==> config.mk <==
export PLATFORM = sky130hd
export DESIGN_NAME = eight_bit_port_with_timer_pins
export DESIGN_NICKNAME = d
export VERILOG_FILES = /design/src/inc/port_pkg.sv /design/src/verilog/eight_bit_port_with_timer_pins.sv
export VERILOG_INCLUDE_DIRS = /design/src /design/src/inc
export SDC_FILE = /design/constraint.sdc
export NUM_CORES = 1
export LEC_CHECK = 0
export ABC_CLOCK_PERIOD_IN_PS = 1120
export BUFFER_PORTS_ARGS = -buffer_cell sky130_fd_sc_hd__buf_2
export CAP_MARGIN = 10
export CORE_ASPECT_RATIO = 1.75
export CORE_MARGIN = 2
export CORE_UTILIZATION = 40
export CTS_CLUSTER_DIAMETER = 30
export CTS_CLUSTER_SIZE = 25
export DETAILED_ROUTE_END_ITERATION = 7
export GPL_TIMING_DRIVEN = 0
export PLACE_DENSITY_LB_ADDON = 0.08
export SKIP_LAST_GASP = 1
export SLEW_MARGIN = 0
export SYNTH_ARGS = -nofsm -noshare
export SYNTH_HDL_FRONTEND = slang
export SYNTH_SLANG_ARGS = --single-unit
==> constraint.sdc <==
create_clock -name clk -period 1.12 [get_ports clk]
set_clock_uncertainty 0.2 [all_clocks]
set_input_delay 0.112 -clock clk [delete_from_list [all_inputs] [get_ports clk]]
set_output_delay 0.112 -clock clk [all_outputs]
set_load 0.02 [all_outputs]
==> src/inc/port_regs.svh <==
// Constants for the eight-bit port: offsets, fields, reset values, timer codes.
// Assumes a 16-bit register address and an eight-bit data path.
// Summary of operation
// - Modes 1-3 and 7: direction bit 1 drives the pin, 0 makes it input.
// - Modes 4-6: pins 3-0 drive upper address when direction bit is 1.
// - Modes 4-6: pins 7-4 are general outputs when direction bit is 1.
// - Direction register is write-only; reads return a fixed meaningless value.
// - Direction clears on power-on and hardware standby, kept otherwise.
// - Manual reset resets the timer unit; pins then follow direction and data.
// - Software standby: address pins hold or float per standby keep bit.
// - Output data register is eight-bit read/write, the pin data source unless address or timer drives the pin.
// - Output data clears on power-on and hardware standby, kept otherwise.
// - Pin-state register is read-only; writes to it do nothing.
// - Pin-state read gives data bit when direction is 1, pin level otherwise.
// - Pin-state follows pins after power-on; held through manual reset, software standby, except during hardware standby.
// - Pin 7 carries channel 2 B compare output in normal mode, codes 1-3, 5-7.
// - Pin 7 carries PWM mode 2 output when B field not xx00, clear not 010.
`ifndef PORT_REGS_SVH
`define PORT_REGS_SVH
`define OFS_PORT_DIRECTION 16'hfeb0
`define OFS_PORT_PIN_LEVELS 16'hff50
`define OFS_PORT_OUTPUT_DATA 16'hff60
`define OFS_STANDBY_CONTROL 16'hff70
`define RST_PORT_DIRECTION 8'h00
`define RST_PORT_OUTPUT_DATA 8'h00
`define RST_STANDBY_CONTROL 8'h00
`define DIRECTION_READ_VALUE 8'h00
`define UNMAPPED_READ_VALUE 8'h00
`define BIT_STANDBY_OUTPUT_KEEP 0
`define TIMER_PIN_INDEX 7
`define TMODE_NORMAL 4'h0
`define TMODE_PWM2 4'h3
`define CCLR_PWM2_BLOCK 3'h2
`endif

==> src/inc/port_pkg.sv <==
// Types for the eight-bit port: operating modes and signal bundles.
// Assumes nothing beyond a SystemVerilog compiler.
package port_pkg;
	typedef enum logic [2:0]
	{
		OPMODE_0 = 3'h0,
		OPMODE_1 = 3'h1,
		OPMODE_2 = 3'h2,
		OPMODE_3 = 3'h3,
		OPMODE_4 = 3'h4,
		OPMODE_5 = 3'h5,
		OPMODE_6 = 3'h6,
		OPMODE_7 = 3'h7
	} op_mode_e;
	typedef struct packed
	{
		logic [15:0] addr;
		logic [7:0] wdata;
		logic wr;
		logic rd;
	} bus_req_s;
	typedef struct packed
	{
		logic [3:0] timer_mode_field;
		logic [3:0] b_io_select;
		logic [2:0] counter_clear_select;
		logic compare_out;
		logic pwm2_out;
	} chan2_ctl_s;
endpackage

==> src/verilog/eight_bit_port_with_timer_pins.sv <==
// Eight-bit I/O port with upper address outputs and a shared timer pin.
// Assumes a synchronous register master and pins sampled on clk.
//
// Implementation choice: strobed register access.
`timescale 1ns/1ps
`default_nettype none
`include "port_regs.svh"
module eight_bit_port_with_timer_pins
	import port_pkg::*;
#(
	parameter int WIDTH = 8,
	parameter int ADDR_PINS = 4
)
(
	// Clock and power-on reset
	input wire logic clk,
	input wire logic rst_n,
	// Register port
	input wire bus_req_s bus,
	output logic [7:0] rdata_q,
	// Chip state
	input wire op_mode_e op_mode,
	input wire logic manual_reset,
	input wire logic hw_standby,
	input wire logic sw_standby,
	// Address bus controller
	input wire logic [ADDR_PINS-1:0] upper_address,
	// Timer pulse unit
	input wire chan2_ctl_s chan2,
	output logic timer_pulse_unit_reset_q,
	output logic ext_timer_clock_d_q,
	// Pins
	input wire logic [WIDTH-1:0] pin_in,
	output logic [WIDTH-1:0] pin_out_q,
	output logic [WIDTH-1:0] pin_oe_q
);

	// The register map and the timer pin index only fit the eight-bit layout
	if (WIDTH != 8)
	begin : g_bad_width
		$error("port width must be 8");
	end
	if (ADDR_PINS < 1 || ADDR_PINS > WIDTH)
	begin : g_bad_addr
		$error("address pin count out of range");
	end

	logic [WIDTH-1:0] port_direction_q;
	logic [WIDTH-1:0] port_output_data_q;
	logic [WIDTH-1:0] pin_levels_q;
	logic [7:0] standby_control_q;
	logic [WIDTH-1:0] pin_out_d;
	logic [WIDTH-1:0] pin_oe_d;
	logic [WIDTH-1:0] pin_state_view;
	logic [7:0] rdata_d;
	logic ext_mode;
	logic compare_sel;
	logic pwm2_sel;
	logic timer_owns_pin;
	logic hold_levels;
	logic standby_output_keep;
	logic [WIDTH-1:0] address_wide;

	assign standby_output_keep = standby_control_q[`BIT_STANDBY_OUTPUT_KEEP];
	assign hold_levels = manual_reset | sw_standby;
	// Padded so the per-pin loop never indexes past the address bus
	assign address_wide = WIDTH'(upper_address);

	// Operating mode decode
	always_comb
	begin
		case (op_mode)
			OPMODE_4, OPMODE_5, OPMODE_6:
				ext_mode = 1'b1;
			default:
				ext_mode = 1'b0;
		endcase
	end

	// Timer output selection for pin 7
	always_comb
	begin
		compare_sel = 1'b0;
		if (chan2.timer_mode_field == `TMODE_NORMAL)
		begin
			case (chan2.b_io_select)
				4'h1, 4'h2, 4'h3, 4'h5, 4'h6, 4'h7:
					compare_sel = 1'b1;
				default:
					compare_sel = 1'b0;
			endcase
		end
	end

	assign pwm2_sel = (chan2.timer_mode_field == `TMODE_PWM2)
		&& (chan2.b_io_select[1:0] != 2'h0)
		&& (chan2.counter_clear_select != `CCLR_PWM2_BLOCK);

	// Timer is held in reset during manual reset, so it cannot claim the pin
	assign timer_owns_pin = (compare_sel | pwm2_sel) & ~manual_reset;

	// Direction register: write-only, cleared by power-on and hardware standby
	always_ff @(posedge clk or negedge rst_n)
	begin
		if (!rst_n)
			port_direction_q <= `RST_PORT_DIRECTION;
		else if (hw_standby)
			port_direction_q <= `RST_PORT_DIRECTION;
		else if (bus.wr && bus.addr == `OFS_PORT_DIRECTION)
			port_direction_q <= bus.wdata[WIDTH-1:0];
	end

	// Output data register, kept through manual reset and software standby
	always_ff @(posedge clk or negedge rst_n)
	begin
		if (!rst_n)
			port_output_data_q <= `RST_PORT_OUTPUT_DATA;
		else if (hw_standby)
			port_output_data_q <= `RST_PORT_OUTPUT_DATA;
		else if (bus.wr && bus.addr == `OFS_PORT_OUTPUT_DATA)
			port_output_data_q <= bus.wdata[WIDTH-1:0];
	end

	// Standby control keep bit
	always_ff @(posedge clk or negedge rst_n)
	begin
		if (!rst_n)
			standby_control_q <= `RST_STANDBY_CONTROL;
		else if (bus.wr && bus.addr == `OFS_STANDBY_CONTROL)
			standby_control_q <= bus.wdata;
	end

	// Pin-level snapshot; frozen while manual reset or software standby, unless hardware standby is also active
	always_ff @(posedge clk or negedge rst_n)
	begin
		if (!rst_n)
			pin_levels_q <= '0;
		else if (hw_standby || !hold_levels)
			pin_levels_q <= pin_in;
	end

	// Per-pin drive selection
	genvar i;
	generate
		for (i = 0; i < WIDTH; i++)
		begin : g_pin
			logic addr_pin;
			assign addr_pin = ext_mode && (i < ADDR_PINS);
			always_comb
			begin
				pin_out_d[i] = port_output_data_q[i];
				pin_oe_d[i] = port_direction_q[i];
				if (addr_pin)
				begin
					pin_out_d[i] = address_wide[i];
					if (sw_standby)
					begin
						// Standby freezes the last driven level instead of the live bus; the keep bit only gates the enable
						pin_out_d[i] = pin_out_q[i];
						pin_oe_d[i] = standby_output_keep & pin_oe_q[i];
					end
				end
				if (i == `TIMER_PIN_INDEX && timer_owns_pin)
				begin
					pin_oe_d[i] = 1'b1;
					pin_out_d[i] = compare_sel ? chan2.compare_out : chan2.pwm2_out;
				end
				if (hw_standby)
					pin_oe_d[i] = 1'b0;
				pin_state_view[i] = port_direction_q[i] ?
					port_output_data_q[i] : pin_levels_q[i];
			end
		end
	endgenerate

	always_ff @(posedge clk or negedge rst_n)
	begin
		if (!rst_n)
		begin
			pin_out_q <= '0;
			pin_oe_q <= '0;
		end
		else
		begin
			pin_out_q <= pin_out_d;
			pin_oe_q <= pin_oe_d;
		end
	end

	// Timer still sees pin 7 whether or not it drives it
	always_ff @(posedge clk or negedge rst_n)
	begin
		if (!rst_n)
			ext_timer_clock_d_q <= 1'b0;
		else
			ext_timer_clock_d_q <= pin_in[`TIMER_PIN_INDEX];
	end

	always_ff @(posedge clk or negedge rst_n)
	begin
		if (!rst_n)
			timer_pulse_unit_reset_q <= 1'b0;
		else
			timer_pulse_unit_reset_q <= manual_reset;
	end

	// Read mux; writes to the pin-state offset fall through with no effect
	always_comb
	begin
		case (bus.addr)
			`OFS_PORT_DIRECTION:
				rdata_d = `DIRECTION_READ_VALUE;
			`OFS_PORT_OUTPUT_DATA:
				rdata_d = port_output_data_q;
			`OFS_PORT_PIN_LEVELS:
				rdata_d = pin_state_view;
			`OFS_STANDBY_CONTROL:
				rdata_d = standby_control_q;
			default:
				rdata_d = `UNMAPPED_READ_VALUE;
		endcase
	end

	// Read data stands one cycle only, zero otherwise
	always_ff @(posedge clk or negedge rst_n)
	begin
		if (!rst_n)
			rdata_q <= '0;
		else if (bus.rd)
			rdata_q <= rdata_d;
		else
			rdata_q <= '0;
	end

	// Checks

	direction_drive_a: assert property (@(posedge clk) disable iff (!rst_n)
		(!ext_mode && !timer_owns_pin && !hw_standby)
		|=> pin_oe_q == $past(port_direction_q))
		else $error("pin enables do not follow direction");

	address_drive_a: assert property (@(posedge clk) disable iff (!rst_n)
		(ext_mode && !sw_standby && !hw_standby && port_direction_q[0])
		|=> pin_oe_q[0] && pin_out_q[0] == $past(upper_address[0]))
		else $error("address pin 0 not driven");

	upper_data_a: assert property (@(posedge clk) disable iff (!rst_n)
		(ext_mode && !hw_standby && port_direction_q[4])
		|=> pin_oe_q[4] && pin_out_q[4] == $past(port_output_data_q[4]))
		else $error("pin 4 data not driven");

	direction_read_a: assert property (@(posedge clk) disable iff (!rst_n)
		(bus.rd && bus.addr == `OFS_PORT_DIRECTION) |=> rdata_q == `DIRECTION_READ_VALUE)
		else $error("direction register leaked on read");

	standby_clear_a: assert property (@(posedge clk) disable iff (!rst_n)
		hw_standby |=> port_direction_q == '0 && port_output_data_q == '0)
		else $error("standby did not clear registers");

	manual_keep_a: assert property (@(posedge clk) disable iff (!rst_n)
		(manual_reset && !hw_standby && !bus.wr) |=> $stable(port_output_data_q)
		&& $stable(port_direction_q))
		else $error("manual reset changed port registers");

	standby_float_a: assert property (@(posedge clk) disable iff (!rst_n)
		(sw_standby && ext_mode && !standby_output_keep) |=> pin_oe_q[0] == 1'b0)
		else $error("address pin drives in standby");

	pin_state_read_a: assert property (@(posedge clk) disable iff (!rst_n)
		(bus.rd && bus.addr == `OFS_PORT_PIN_LEVELS && port_direction_q[1])
		|=> rdata_q[1] == $past(port_output_data_q[1]))
		else $error("pin-state read ignored data register");

	levels_hold_a: assert property (@(posedge clk) disable iff (!rst_n)
		(sw_standby && !hw_standby) |=> $stable(pin_levels_q))
		else $error("pin levels changed in standby");

	compare_pin_a: assert property (@(posedge clk) disable iff (!rst_n)
		(compare_sel && !manual_reset && !hw_standby)
		|=> pin_oe_q[7] && pin_out_q[7] == $past(chan2.compare_out))
		else $error("pin 7 missing compare output");

	timer_reset_a: assert property (@(posedge clk) disable iff (!rst_n)
		manual_reset |=> timer_pulse_unit_reset_q)
		else $error("timer not reset by manual reset");

	timer_hold_a: assert property (@(posedge clk) disable iff (!rst_n)
		(manual_reset && !hw_standby && !ext_mode)
		|=> pin_oe_q[7] == $past(port_direction_q[7])
		&& pin_out_q[7] == $past(port_output_data_q[7]))
		else $error("timer drove pin 7 in manual reset");

	pwm_pin_a: assert property (@(posedge clk) disable iff (!rst_n)
		(pwm2_sel && !manual_reset && !hw_standby)
		|=> pin_oe_q[7] && pin_out_q[7] == $past(chan2.pwm2_out))
		else $error("pin 7 missing pwm output");

	read_once_a: assert property (@(posedge clk) disable iff (!rst_n)
		!bus.rd |=> rdata_q == '0)
		else $error("read data stood too long");

	pin_write_a: assert property (@(posedge clk) disable iff (!rst_n)
		(bus.wr && bus.addr == `OFS_PORT_PIN_LEVELS && !hw_standby)
		|=> $stable(port_output_data_q) && $stable(port_direction_q))
		else $error("pin-state write changed a register");

	timer_input_a: assert property (@(posedge clk) disable iff (!rst_n)
		1'b1 |=> ext_timer_clock_d_q == $past(pin_in[`TIMER_PIN_INDEX]))
		else $error("timer input does not follow pin 7");

endmodule
`default_nettype wire

# Word-level counts from Yosys, hierarchy flattened
# Index checks and enable logic that the tools add are counted.
dict set report classes {
  eq_ne 16
  mux 44
  bitwise_logic 8
  n_reduce_logical 13
}
# op n
set ops {}
lappend ops {{16-bit equality test (second input constant)} 4}
lappend ops {{8-bit two-way mux} 5}
lappend ops {{1-bit two-way mux} 38}
lappend ops {{8-bit one-hot mux with 3 select lines} 1}
lappend ops {{4-bit by 2-bit equality test with 1-bit output (second input constant)} 3}
lappend ops {{4-bit by 3-bit equality test with 1-bit output (second input constant)} 3}
lappend ops {{3-bit equality test (second input constant)} 3}
lappend ops {{2-bit nonzero test} 3}
lappend ops {{6-bit OR reduction} 1}
lappend ops {{1-bit AND} 5}
lappend ops {{1-bit logical AND} 5}
lappend ops {{4-bit by 1-bit equality test with 1-bit output (second input constant)} 1}
lappend ops {{4-bit zero test} 1}
lappend ops {{3-bit by 2-bit != test with 1-bit output (second input constant)} 1}
lappend ops {{3-bit OR reduction} 1}
lappend ops {{2-bit != test (second input constant)} 1}
lappend ops {{1-bit bitwise OR} 2}
lappend ops {{1-bit zero test} 1}
lappend ops {{1-bit logical OR} 1}
lappend ops {{1-bit NOT} 1}
dict set report totals {
  regBits 58
  in_bits 59
  wordCells 91
}

# Longest topological paths before layout
dict set report logic_depth {
  word_depth 8
  depth_mapped 6
}

# Least setup slack after synthesis
# No wires, ideal clock.
dict set report synth_path {
  path_kind {input to register}
  from {input chan2[9] (netlist name)}
  to {register pin_out_q[7]}
  arrival_time_ns 1.152
  setup_slack_ns -0.357
  stages 4
  path_buffers 0
  path_cell_list {nor3_1 -> nor4b_1 -> mux2_2 -> mux2_2}
}
dict set report synth_between {
  elab_chain_len 6
  word_cells_on_any_way 9
  cone_classes {1 x eq/ne; 3 x mux; 2 x bitwise; 3 x reduce/logical}
}
# item line_no
set synth_lines {}
lappend synth_lines {{start, declared} eight_bit_port_with_timer_pins.sv:29} ;# input wire chan2_ctl_s chan2,
lappend synth_lines {{4-bit by 2-bit equality test with 1-bit output (no source line)} -}
lappend synth_lines {{1-bit logical AND (2 in a row)} eight_bit_port_with_timer_pins.sv:95} ;# assign pwm2_sel = (chan2.timer_mode_field == `TMODE_PWM2)
lappend synth_lines {{1-bit bitwise OR} eight_bit_port_with_timer_pins.sv:100} ;# assign timer_owns_pin = (compare_sel | pwm2_sel) & ~manual_reset;
lappend synth_lines {{1-bit AND} eight_bit_port_with_timer_pins.sv:100}
lappend synth_lines {{1-bit two-way mux *} eight_bit_port_with_timer_pins.sv:163} ;# if (i == `TIMER_PIN_INDEX && timer_owns_pin)
lappend synth_lines {{net pin_out_d[7]} eight_bit_port_with_timer_pins.sv:52} ;# logic [WIDTH-1:0] pin_out_d;
lappend synth_lines {{end signal, assigned} eight_bit_port_with_timer_pins.sv:185} ;# pin_out_q <= pin_out_d;
lappend synth_lines {{end, declared} eight_bit_port_with_timer_pins.sv:34} ;# output logic [WIDTH-1:0] pin_out_q,
# Mark *: on every way through the listed nets, which the timed path passes. The rest lies on a longest branch.
# A chain may end at the register's enable or synchronous reset.

# Worst setup path after layout
dict set report layout_path {
  from {register port_direction_q[0]}
  to {register rdata_q[0]}
}
dict set report layout_between {
  elab_chain_len 3
}
# item line_no
set layout_lines {}
lappend layout_lines {{start, declared} eight_bit_port_with_timer_pins.sv:48} ;# logic [WIDTH-1:0] port_direction_q;
lappend layout_lines {{start signal, assigned} eight_bit_port_with_timer_pins.sv:106} ;# port_direction_q <= `RST_PORT_DIRECTION;
lappend layout_lines {{start signal, assigned} eight_bit_port_with_timer_pins.sv:108} ;# port_direction_q <= `RST_PORT_DIRECTION;
lappend layout_lines {{start signal, assigned} eight_bit_port_with_timer_pins.sv:110} ;# port_direction_q <= bus.wdata[WIDTH-1:0];
lappend layout_lines {{1-bit two-way mux} eight_bit_port_with_timer_pins.sv:170} ;# pin_state_view[i] = port_direction_q[i] ?
lappend layout_lines {{8-bit one-hot mux with 3 select lines} eight_bit_port_with_timer_pins.sv:210} ;# case (bus.addr)
lappend layout_lines {{8-bit two-way mux} eight_bit_port_with_timer_pins.sv:229} ;# else if (bus.rd)
lappend layout_lines {{end signal, assigned} eight_bit_port_with_timer_pins.sv:230} ;# rdata_q <= rdata_d;
lappend layout_lines {{end, declared} eight_bit_port_with_timer_pins.sv:20} ;# output logic [7:0] rdata_q,
# Every way passes these cells.

==> impl_metrics.yaml <==
timing:
  whs_ns: -0.441
  rsz0062_at_grt: "true"
  hold_viol: 73
  fin_crit_ns: 1.26
  setup_violations: 54
  fmaxAchievable_mhz: 791
  tns_ns: -3.10
  layout_setup_ws_ns: -0.144
  slew_headroom_pct: 52.0
  period_share_pct: 113
  finalMaxSlewViolations: 0
  worst_pin_slew_ns: 0.720
power_and_ir_drop:
  ir_drop_mv: 0.823
  power_density_nw_per_um2: 1180
  power.leakage_nw: 2.08
  report.power.total_mw: 5.20
cells_and_area:
  antenna_cells: 0
  seq_area_um2: 1450
  layout.nets: 426
  fillers: 550
  drive_gt1_share_pct: 56.1
  multiInputGateArea_um2: 1460
  area_delta_synth_final_pct: 64.4
clock_tree:
  h-tree-depth: 3
  clk_latency_ns: 0.32
  clk_path_buf_depth: 2
  cts_tree: "yes"
  ctsRootBufferMaster: "clkbuf_16"
  holdBufCountCts: 22
  cts_buffers: 9
  clock_sinks: 58
  clkTransAtPathRegs_ns: 0.05
critical_path:
  worstPathCellList: "mux2_4, a22oi_2, nor2_1"
  r2r_slack_ns: -0.14
  cp.arrival_ns: 1.25
  cp.required_ns: 1.11
  crit_slowest_cell: "dfrtp_1"
  worst-path-max-fanout: 2
  slowest_delay_ns: 0.39
  criticalPathCategory: "reg2reg"
  worst_setup_path_start_kind: "flop"
  end_kind: "flop"
run_status:
  status: "complete, but fails checks"
  violations: "hold timing, setup timing"
global_routing:
  overflow: 0
  grt_max_degree: 38
  grtUsageTotal_pct: 21.9
  grt_pass1_wl_um: 12000
  grt_pass1_vias: 2443
  antenna_found_initial: 0
die:
  fp.dieH_um: 112
  die_x_um: 65.9
  die_area_um2: 7410
  io_pins: 85
  core_um2: 6490
  initial_utilization_pct: 41.4
  rows: 39
synth:
  synth_area_um2: 2680
  syn_avg_cell_area_um2: 11.8
  yosysSeqAreaShare_pct: 54.1
  synth_top_area_share_pct: 54.1
  yosysWarnings: 0
  yosysTopAreaCell: "dfrtp_1"
  synth_nets: 287
  synth_seq_cells: 58
  synth_cell_types: 37
  synthTopCellsByArea: "dfrtp_1 54%, mux2_2 14%, a21oi_1 4.3%"
  syn_inst: 228
route:
  vias: 2305
  routed_wl_um: 7350
  drt_first_pass_iters: 4
  ant_nets: 0
  vias_per_cell: 5.11
  drt_first_iter_violations: 69
  drcViolationCount: 0
  wl_per_cell_um: 16.3
placed_design:
  dpl.hpwl_um: 4790
  gp_congestion: 0.767
  numPortBuffers: 82
min_path:
  hp-class: "in2async"
flow_run:
  max-cap-violations: 0
-- area by class of cell --
type,instances,share of cell area [%]
Buffer,11,2.61
Multi-Input combinational cell,158,33.0
Sequential cell,58,32.9
Timing Repair Buffer,128,23.1
Inverter,1,0.0851
Tap cell,82,2.33
Clock buffer,13,5.90
-- registers in the layout, indices dropped and copies added, names as in the netlist --
signal	cells
pin_levels_q	8
pin_oe_q	8
rdata_q	8
standby_control_q	8
ext_timer_clock_d_q	1
timer_pulse_unit_reset_q	1
pin_out_q	8
port_output_data_q	8
port_direction_q	8
-- per-layer routing --
metal	vias to the layer above	global-route usage [%]	part of all wire, %
met1	1106	25.9	39
met2	75	37.7	54
met5	-	0	0
li1	1111	-	-
met4	0	7.36	1.9
met3	13	5.71	5.0
-- final timing paths --
path                                   endpoint  depth (start not counted)             startpoint
setup reg to reg                     rdata_q[0]                          3    port_direction_q[0]
setup / recovery                     rdata_q[0]                          3    port_direction_q[0]
hold reg to reg                    pin_out_q[4]                          0  port_output_data_q[4]
hold / removal                       rdata_q[6]                          1                  rst_n
min in group clk                    pin_oe_q[3]                          3             sw_standby
max in group asynchronous  standby_control_q[0]                          2                  rst_n
-- layout by cell type, fill, tap and decap left out, types with 2 or more instances in the layout --
| master | count |
|---|---|
| clkbuf_2 | 2 |
| nand3_1 | 8 |
| dlygate4sd3_1 | 21 |
| a22oi_2 | 8 |
| nor2_1 | 15 |
| mux2i_1 | 4 |
| buf_6 | 34 |
| clkbuf_1 | 2 |
| mux2_2 | 9 |
| buf_12 | 3 |
| and3_1 | 2 |
| o21ai_2 | 14 |
| nand2_1 | 7 |
| nand3_2 | 6 |
| nand4_1 | 5 |
| a21oi_1 | 21 |
| buf_4 | 21 |
| clkbuf_16 | 9 |
| nor2b_1 | 3 |
| a21oi_2 | 2 |
| clkbuf_8 | 3 |
| o21ai_1 | 5 |
| nor3_4 | 2 |
| dfrtp_1 | 57 |
| and4bb_4 | 2 |
| buf_2 | 54 |
| mux2_4 | 25 |
| nand2b_1 | 3 |
-- per-stage QoR --
stage               area [um2]  hold slack, ns  cells  util (%)  setup WS [ns]
global route              4410          -0.404    451      68.0         -0.179
finish                    4410          -0.441    451      68.0         -0.144
floorplan                 2800          -0.384    228         -         -0.281
CTS                       4240          -0.428    440      65.3         -0.146
detailed placement        3340         -0.0903    393      51.4         -0.518
global placement          3320          0.0462    392      51.1         -0.515
-- cell families after synthesis --
| group | Yosys count | share of synthesized area [%] |
|---|---|---|
| AO/OA/AOI/OAI | 54 | 11.9 |
| buffers and inverters | 12 | 2.47 |
| flip-flops | 58 | 54.1 |
| multiplexers | 38 | 15.8 |
| AND/OR/NAND/NOR | 66 | 15.8 |
-- cells in the mapped netlist, drive strengths merged --
cell type  instances
o21ai             20
a22oi              8
mux2              34
and3               2
nor3               2
nor2b              4
nand4              6
buf                8
a21boi             1
inv                1
o2111ai            1
mux2i              4
or2                1
nand2              8
o21bai             1
nand2b             3
nor4b              1
nor2              17
nand4bb            1
or3                1
and4               1
clkbuf             3
nor4               1
and3b              1
dfrtp             58
nand3             15
a21oi             23
and4bb             2
-- where the power goes --
group / total [mW] / switching (mW) / internal [mW]
registers: 2.17 / 0.0263 / 2.15
clock network: 2.40 / 0.827 / 1.57
logic: 0.630 / 0.280 / 0.350
total: 5.20 / 1.13 / 4.07
-- worst max-delay path, delay by kind of cell (launching register included) --
| family | cells | cell delay (ns) |
|---|---|---|
| AO/OA/AOI/OAI | 1 | 0.15 |
| flip-flops | 1 | 0.39 |
| multiplexers | 1 | 0.32 |
| AND/OR/NAND/NOR | 1 | 0.07 |
-- timing repair --
item	4_1_cts	5_1_grt
setup buffers	12	11
hold endpoints to repair	106	33
pin swaps	17	15
gates resized for setup	90	27
endpoints found under the setup margin	64	64
Note: power is estimated with default switching activity, not from simulation.
